==> src/hw/ext_osc_map.vh <==
// register map and timing constants for the external oscillator control block
`ifndef EXT_OSC_MAP_VH
`define EXT_OSC_MAP_VH

// ----------------------------------------------------------------------------
// register address and reset
// ----------------------------------------------------------------------------
`define EXT_OSC_CONTROL_ADDR   8'hB1
`define EXT_OSC_CONTROL_RESET  8'h00
`define SYSCLK_SEL_RESET       3'h0
`define EXT_OSC_MODE_RESET     3'h0
`define EXT_OSC_BIAS_RESET     3'h0
`define SFR_IDLE_DATA          8'h00

// ----------------------------------------------------------------------------
// field positions
// ----------------------------------------------------------------------------
`define EXT_OSC_VALID_BIT      7
`define EXT_OSC_MODE_HI        6
`define EXT_OSC_MODE_LO        4
`define EXT_OSC_RSVD_BIT       3
`define EXT_OSC_BIAS_HI        2
`define EXT_OSC_BIAS_LO        0

// ----------------------------------------------------------------------------
// mode codes
// ----------------------------------------------------------------------------
`define MODE_OFF0              3'h0
`define MODE_OFF1              3'h1
`define MODE_EXT_CLK           3'h2
`define MODE_EXT_CLK_DIV2      3'h3
`define MODE_RC                3'h4
`define MODE_CAP               3'h5
`define MODE_XTAL              3'h6
`define MODE_XTAL_DIV2         3'h7

// ----------------------------------------------------------------------------
// system clock select code for the external oscillator
// ----------------------------------------------------------------------------
`define SYSCLK_SEL_EXT_OSC     3'h1

// ----------------------------------------------------------------------------
// stabilisation window, default edge count of the source
// ----------------------------------------------------------------------------
`define STABLE_EDGES_DEFAULT   16

`endif

==> src/hw/ext_osc_halver.v <==
// optional divide-by-2 stage on the sampled external oscillator source
module ext_osc_halver (
    // clock and reset
    input  wire i_clk,
    input  wire i_nrst,
    // control
    input  wire i_halve,
    input  wire i_rise,
    input  wire i_src,
    // output
    output reg  o_clk
);

    reg half_q;

    always @(posedge i_clk) begin
        if (!i_nrst) begin
            half_q <= 1'b0;
            o_clk  <= 1'b0;
        end else begin
            if (!i_halve) begin
                half_q <= 1'b0;
            end else if (i_rise) begin
                half_q <= ~half_q;
            end
            o_clk <= i_halve ? half_q : i_src;
        end
    end

endmodule // ext_osc_halver

==> src/hw/external_oscillator_control.v <==
// external oscillator control register, mode decode, valid flag and clock path
`include "ext_osc_map.vh"

module external_oscillator_control #(
    parameter STABLE_EDGES = `STABLE_EDGES_DEFAULT,
    parameter CNT_W        = 8
) (
    // clock and reset
    input  wire       i_clk,
    input  wire       i_nrst,
    // special-function register bus
    input  wire [7:0] i_sfr_addr,
    input  wire [7:0] i_sfr_wdata,
    input  wire       i_sfr_wr,
    input  wire       i_sfr_rd,
    output reg  [7:0] o_sfr_rdata,
    // system clock source select from the clock selector register
    input  wire [2:0] i_sysclk_source_select,
    // external oscillator pin, sampled
    input  wire       i_ext_osc_in,
    // analog oscillator controls
    output reg        o_osc_enable,
    output reg        o_osc_ext_clk,
    output reg        o_osc_rc,
    output reg        o_osc_cap,
    output reg        o_osc_xtal,
    output reg  [2:0] o_ext_osc_bias_control,
    // clock path toward the system clock mux
    output reg        o_ext_osc_clk,
    output reg        o_sysclk_ext
);

    // ------------------------------------------------------------------------
    // control register
    // ------------------------------------------------------------------------
    reg  [2:0]       ext_osc_mode_select_q;
    reg  [2:0]       ext_osc_bias_control_q;
    reg              ext_osc_valid_flag_q;
    reg              src_q;
    reg  [CNT_W-1:0] stable_cnt_q;
    wire             hit;
    wire             src_rise;
    wire             wr_hit;
    wire             rd_hit;
    wire             sysclk_sel_ext;
    wire [7:0]       rdata_d;
    reg              halve;
    reg              osc_on;
    reg              ext_clk_mode;
    reg              rc_mode;
    reg              cap_mode;
    reg              xtal_mode;
    wire             halved_clk;

    assign hit      = (i_sfr_addr == `EXT_OSC_CONTROL_ADDR);
    assign src_rise = i_ext_osc_in & ~src_q;
    assign wr_hit   = i_sfr_wr & hit;
    assign rd_hit   = i_sfr_rd & hit;
    assign sysclk_sel_ext = (i_sysclk_source_select == `SYSCLK_SEL_EXT_OSC);

    // valid is masked again in the logic-clock modes so no stale count can leak out
    assign rdata_d  = {ext_osc_valid_flag_q & ~ext_clk_mode,
                       ext_osc_mode_select_q,
                       1'b0,
                       ext_osc_bias_control_q};

    // ------------------------------------------------------------------------
    // mode decode
    // ------------------------------------------------------------------------
    always @* begin
        osc_on       = 1'b0;
        ext_clk_mode = 1'b0;
        rc_mode      = 1'b0;
        cap_mode     = 1'b0;
        xtal_mode    = 1'b0;
        halve        = 1'b0;
        case (ext_osc_mode_select_q)
            `MODE_OFF0, `MODE_OFF1: begin
                // circuit disabled, every control except the bias output stays low
                osc_on = 1'b0;
            end
            `MODE_EXT_CLK: begin
                osc_on       = 1'b1;
                ext_clk_mode = 1'b1;
            end
            `MODE_EXT_CLK_DIV2: begin
                osc_on       = 1'b1;
                ext_clk_mode = 1'b1;
                halve        = 1'b1;
            end
            `MODE_RC: begin
                osc_on  = 1'b1;
                rc_mode = 1'b1;
            end
            `MODE_CAP: begin
                osc_on   = 1'b1;
                cap_mode = 1'b1;
            end
            `MODE_XTAL: begin
                osc_on    = 1'b1;
                xtal_mode = 1'b1;
            end
            `MODE_XTAL_DIV2: begin
                osc_on    = 1'b1;
                xtal_mode = 1'b1;
                halve     = 1'b1;
            end
            default: begin
                osc_on = 1'b0;
            end
        endcase
    end

    always @(posedge i_clk) begin
        if (!i_nrst) begin
            ext_osc_mode_select_q  <= `EXT_OSC_MODE_RESET;
            ext_osc_bias_control_q <= `EXT_OSC_BIAS_RESET;
        end else if (wr_hit) begin
            // bit 7 and bit 3 of a write are dropped here
            ext_osc_mode_select_q  <= i_sfr_wdata[`EXT_OSC_MODE_HI:`EXT_OSC_MODE_LO];
            ext_osc_bias_control_q <= i_sfr_wdata[`EXT_OSC_BIAS_HI:`EXT_OSC_BIAS_LO];
        end
    end

    // ------------------------------------------------------------------------
    // stability detection
    // ------------------------------------------------------------------------
    always @(posedge i_clk) begin
        if (!i_nrst) begin
            src_q                <= 1'b0;
            stable_cnt_q         <= {CNT_W{1'b0}};
            ext_osc_valid_flag_q <= 1'b0;
        end else begin
            src_q <= i_ext_osc_in;
            // edges count only while the circuit runs on its own amplifier
            if (!osc_on || ext_clk_mode || wr_hit) begin
                // a mode change restarts the stability window
                stable_cnt_q         <= {CNT_W{1'b0}};
                ext_osc_valid_flag_q <= 1'b0;
            end else if (src_rise && !ext_osc_valid_flag_q) begin
                if (stable_cnt_q == STABLE_EDGES[CNT_W-1:0] - 1'b1) begin
                    ext_osc_valid_flag_q <= 1'b1;
                end
                stable_cnt_q <= stable_cnt_q + 1'b1;
            end
        end
    end

    // ------------------------------------------------------------------------
    // mode decode and read port
    // ------------------------------------------------------------------------
    always @(posedge i_clk) begin
        if (!i_nrst) begin
            o_osc_enable           <= 1'b0;
            o_osc_ext_clk          <= 1'b0;
            o_osc_rc               <= 1'b0;
            o_osc_cap              <= 1'b0;
            o_osc_xtal             <= 1'b0;
            o_ext_osc_bias_control <= `EXT_OSC_BIAS_RESET;
            o_sfr_rdata            <= `EXT_OSC_CONTROL_RESET;
        end else begin
            o_osc_enable           <= osc_on;
            o_osc_ext_clk          <= ext_clk_mode;
            o_osc_rc               <= rc_mode;
            o_osc_cap              <= cap_mode;
            o_osc_xtal             <= xtal_mode;
            o_ext_osc_bias_control <= ext_osc_bias_control_q;
            // read data stands for one cycle, the bus sees zero otherwise
            if (rd_hit) begin
                o_sfr_rdata <= rdata_d;
            end else begin
                o_sfr_rdata <= `SFR_IDLE_DATA;
            end
        end
    end

    // ------------------------------------------------------------------------
    // clock path
    // ------------------------------------------------------------------------
    // the halver clears outside halving modes so it restarts in a known phase
    ext_osc_halver ext_osc_halver_inst (
        .i_clk  (i_clk),
        .i_nrst (i_nrst),
        .i_halve(halve),
        .i_rise (src_rise),
        .i_src  (src_q),
        .o_clk  (halved_clk)
    );

    always @(posedge i_clk) begin
        if (!i_nrst) begin
            o_ext_osc_clk <= 1'b0;
            o_sysclk_ext  <= 1'b0;
        end else begin
            // a disabled circuit holds the clock low instead of passing pin levels
            o_ext_osc_clk <= osc_on & halved_clk;
            o_sysclk_ext  <= sysclk_sel_ext & osc_on & halved_clk;
        end
    end

endmodule // external_oscillator_control

==> config.mk <==
export PLATFORM = sky130hd
export DESIGN_NAME = external_oscillator_control
export DESIGN_NICKNAME = d
export VERILOG_FILES = /design/src/hw/ext_osc_halver.v /design/src/hw/external_oscillator_control.v
export VERILOG_INCLUDE_DIRS = /design/src /design/src/hw
export SDC_FILE = /design/constraint.sdc
export NUM_CORES = 1
export LEC_CHECK = 0
export ABC_CLOCK_PERIOD_IN_PS = 1750
export BUFFER_PORTS_ARGS = -buffer_cell sky130_fd_sc_hd__buf_2
export CAP_MARGIN = 20
export CORE_MARGIN = 8
export CORE_UTILIZATION = 45
export CTS_BUF_LIST = sky130_fd_sc_hd__clkbuf_4 sky130_fd_sc_hd__clkbuf_8 sky130_fd_sc_hd__clkbuf_16
export DETAILED_ROUTE_END_ITERATION = 7
export PLACE_DENSITY = 0.75
export SYNTH_ARGS = -nofsm -noshare
export SYNTH_HDL_FRONTEND = slang
export SYNTH_HIERARCHICAL = 1
export SYNTH_SLANG_ARGS = --single-unit
==> constraint.sdc <==
create_clock -name i_clk -period 1.75 [get_ports i_clk]
set_input_delay 0.2625 -clock i_clk [delete_from_list [all_inputs] [get_ports i_clk]]
set_output_delay 0.2625 -clock i_clk [all_outputs]
set_load 0.01 [all_outputs]
==> run summary <==
Power Internal - 975 uW
Post-DRT Antenna Nets - 0
Port Buf Inserts - 38
Die width - 69.7 um
Crit-path cells - nand4bb_1 > or4_4 > a21oi_2
Net Sw Power - 293 uW
Number of filler cells placed in the layout - 248
Worst r2r src - src_q
Prevailing post-synth register cell - dfxtp_1
Flops & latches, synth - 35
Seq pwr share - 63.1%
Post-synth EDFFs - 0
Setup_tns - 0 ns
Crit-path max cell delay - 0.63 ns
Cell taking the most area after synthesis - dfxtp_1
Starting density of the core - 47.1%
Logic pwr share - 4.3%
Syn_nets - 152
Post-CTS Hold Buffers - 0
Diode count - 0
IO Count - 42
CTS Buffer Depth - 2
Fin nets - 193
Pin count of the biggest net entering global routing - 20
CTS clock-pin slew for the worst setup and hold paths - 0.10 ns
Hold violation count in the final report - 0
GR Util All Layers - 11.2%
Placer Congestion - 0.824
Post-route clock period utilization - 91.7%
Post-synthesis cell count - 127
Switching share of total power - 23.1%
Vias in the first global route - 1013
Global-route wire length before repair - 4.44 mm
Register Area - 701 um2
Critical path class - flop to flop
Slew Limit Fails - 0
Pleak - 0.708 nW
Worst EP required - 2.03 ns
Post-DP HPWL - 2.00 mm
DRT iter0 DRCs - 39
Synth area leaders - dfxtp_1, and2_1, nand2_1, mux2i_1, o31ai_1
Post-synth ARST share - 0%
First-pass DRT Iterations - 4
Worst vdd ir - 0.655 mV
Die height - 69.7 um
Final setup viols - 0
Yosys cell types - 38
Initial antenna violation count - 0
Post-CTS Setup Inserts - 0
Worst reg2reg path endpoint - stable_cnt_q[7]
Fin cells - 200
Multi-input combinational cell area - 568 um2
Crit-path slowest cell - or4_4
Sequential area share after synthesis - 54.0%
Syn. warnings - 6
Rows - 19
Vias - 1016
Cts repair resizes - 0
Total power - 1.27 mW
Drt via density - 5.08
WHS - 0.154 ns
Die Area - 4860 um2
H-tree depth - 2
DRC viols - 0
Wire per inst - 13.2 um
RSZ-0062 raised after global routing - false
Max Fclk - 623 MHz
Clock sinks - 35
CTS tree - built
Layout cells sized above 1 - 33.1%
Tmin final - 1.60 ns
R2R Setup Slk - 0.15 ns
Worst skew pair latency - 0.34 ns
Core Util, Final - 56.5%
Area growth, synth to finish - 20.1%
Num CTS Buffers - 5
WHS Endpoint - o_sysclk_ext
Worst R2R Path Depth - 3
CTS root buffer - clkbuf_4
Clock share of power - 32.7%
Routed WL - 2.63 mm
Crit path DAT - 1.88 ns
Grt total ovfl - 0
Post-synth top area share - 54.0%
Hold Crit Class - input port to flop
Final worst clock skew - 0.00986 ns
Mapped Avg Cell Area - 10.2 um2
Power density over cell area - 815 nW/um2
Max cap viols - 0
Hold depth - 2
Synthesized area - 1300 um2
Core Region - 2760 um2
CP Max Fanout - 11
Worst hold path startpoint - i_sysclk_source_select[0]
Dpl cells - 192
Status - finished, final reports clean
Startpoint types - flop
Crit. End Element - flop
layout by cell type (no fill, tap or decap), drive strengths merged, types with 4 or more instances in the layout:
master and instances:
dfxtp 35, mux2i 4, clkbuf 5, and2 12, and3 4, nand2 14, nor2 5, buf 38
o21ai 7, o31ai 5, a21oi 5
critical path, delay by kind of cell, from the launching register on:
kind	cells	cell delay, ns
and+or+nand+nor	2	1.06
DFF	1	0.35
AOI/OAI and AO/OA	1	0.13
stage by stage:
step	setup slack [ns]	cell area, um2
floorplan	0.396	1300
finish	0.145	1560
CTS	0.140	1560
global placement	0.228	1510
detailed placement	0.165	1510
global route	0.0418	1560
cell type report:
class                   instances  share of cell area [%]
clock inverters                 3                   0.964
clock buffers                   5                    2.41
repair buffers                 38                    12.2
flip-flops and latches         35                    45.0
well taps                      31                    2.49
inverters                       2                   0.482
multi-input cells              86                    36.5
routing by layer:
layer	vias up	global-route usage (%)	part of all wire, %
met5	-	0	0
met4	0	5.36	3.4
met3	10	7.30	8.9
met2	29	18.8	47
met1	453	10.4	41
li1	524	-	-
registers in the layout, summed over array words and instances, names as in the netlist:
| register | count |
|---|---|
| o_sfr_rdata | 7 |
| o_osc_xtal | 1 |
| ext_osc_bias_control_q | 3 |
| ext_osc_mode_select_q | 3 |
| stable_cnt_q | 8 |
| o_sysclk_ext | 1 |
| src_q | 1 |
| o_ext_osc_bias_control | 3 |
| o_osc_cap | 1 |
| ext_osc_valid_flag_q | 1 |
| ext_osc_halver_inst/half_q | 1 |
| o_ext_osc_clk | 1 |
| ext_osc_halver_inst/o_clk | 1 |
| o_osc_ext_clk | 1 |
| o_osc_rc | 1 |
| o_osc_enable | 1 |
logic make-up (layout without fill, tap and decap cells):
family	after synthesis	in the layout	synth area share, %
AO/OA/AOI/OAI	20	20	9.84
XOR/XNOR	3	3	2.03
adder cells (fa/ha/maj)	1	1	0.964
buffers and inverters	6	48	2.22
flip-flops	35	35	54.0
multiplexers	4	4	3.09
other	1	1	0.289
AND/OR/NAND/NOR	57	57	27.6
power groups by stage:
stage	logic [mW]	clock network [mW]	registers, mW
after detailed placement	0.0535	0	0.818
after floorplan	0.0246	0	0.818
after CTS	0.0541	0.428	0.800
final	0.0541	0.415	0.800
after global placement	0.0520	0	0.818
after global routing	0.0605	0.471	0.801
synthesized netlist by cell type, drive strengths merged, types with 2 or more instances:
master and number:
or3 3, or4 3, a21oi 5, inv 2, xnor2 2, nor2 5
dfxtp 35, mux2i 4, nor3b 2, o31ai 5, nor3 3, buf 3
nand2 14, and2 12, o21ai 7, and3 4
how the worst max path moves through the flow:
stage / endpoint / startpoint / slack, ns / cells past startpoint
floorplan: stable_cnt_q[7] / src_q / 0.40 / 4
global placement: stable_cnt_q[7] / src_q / 0.23 / 3
detailed placement: stable_cnt_q[6] / src_q / 0.16 / 3
CTS: stable_cnt_q[6] / src_q / 0.14 / 3
global route: stable_cnt_q[7] / src_q / 0.04 / 3
finish: stable_cnt_q[7] / src_q / 0.15 / 3
Power figures use the tool's default switching activity.
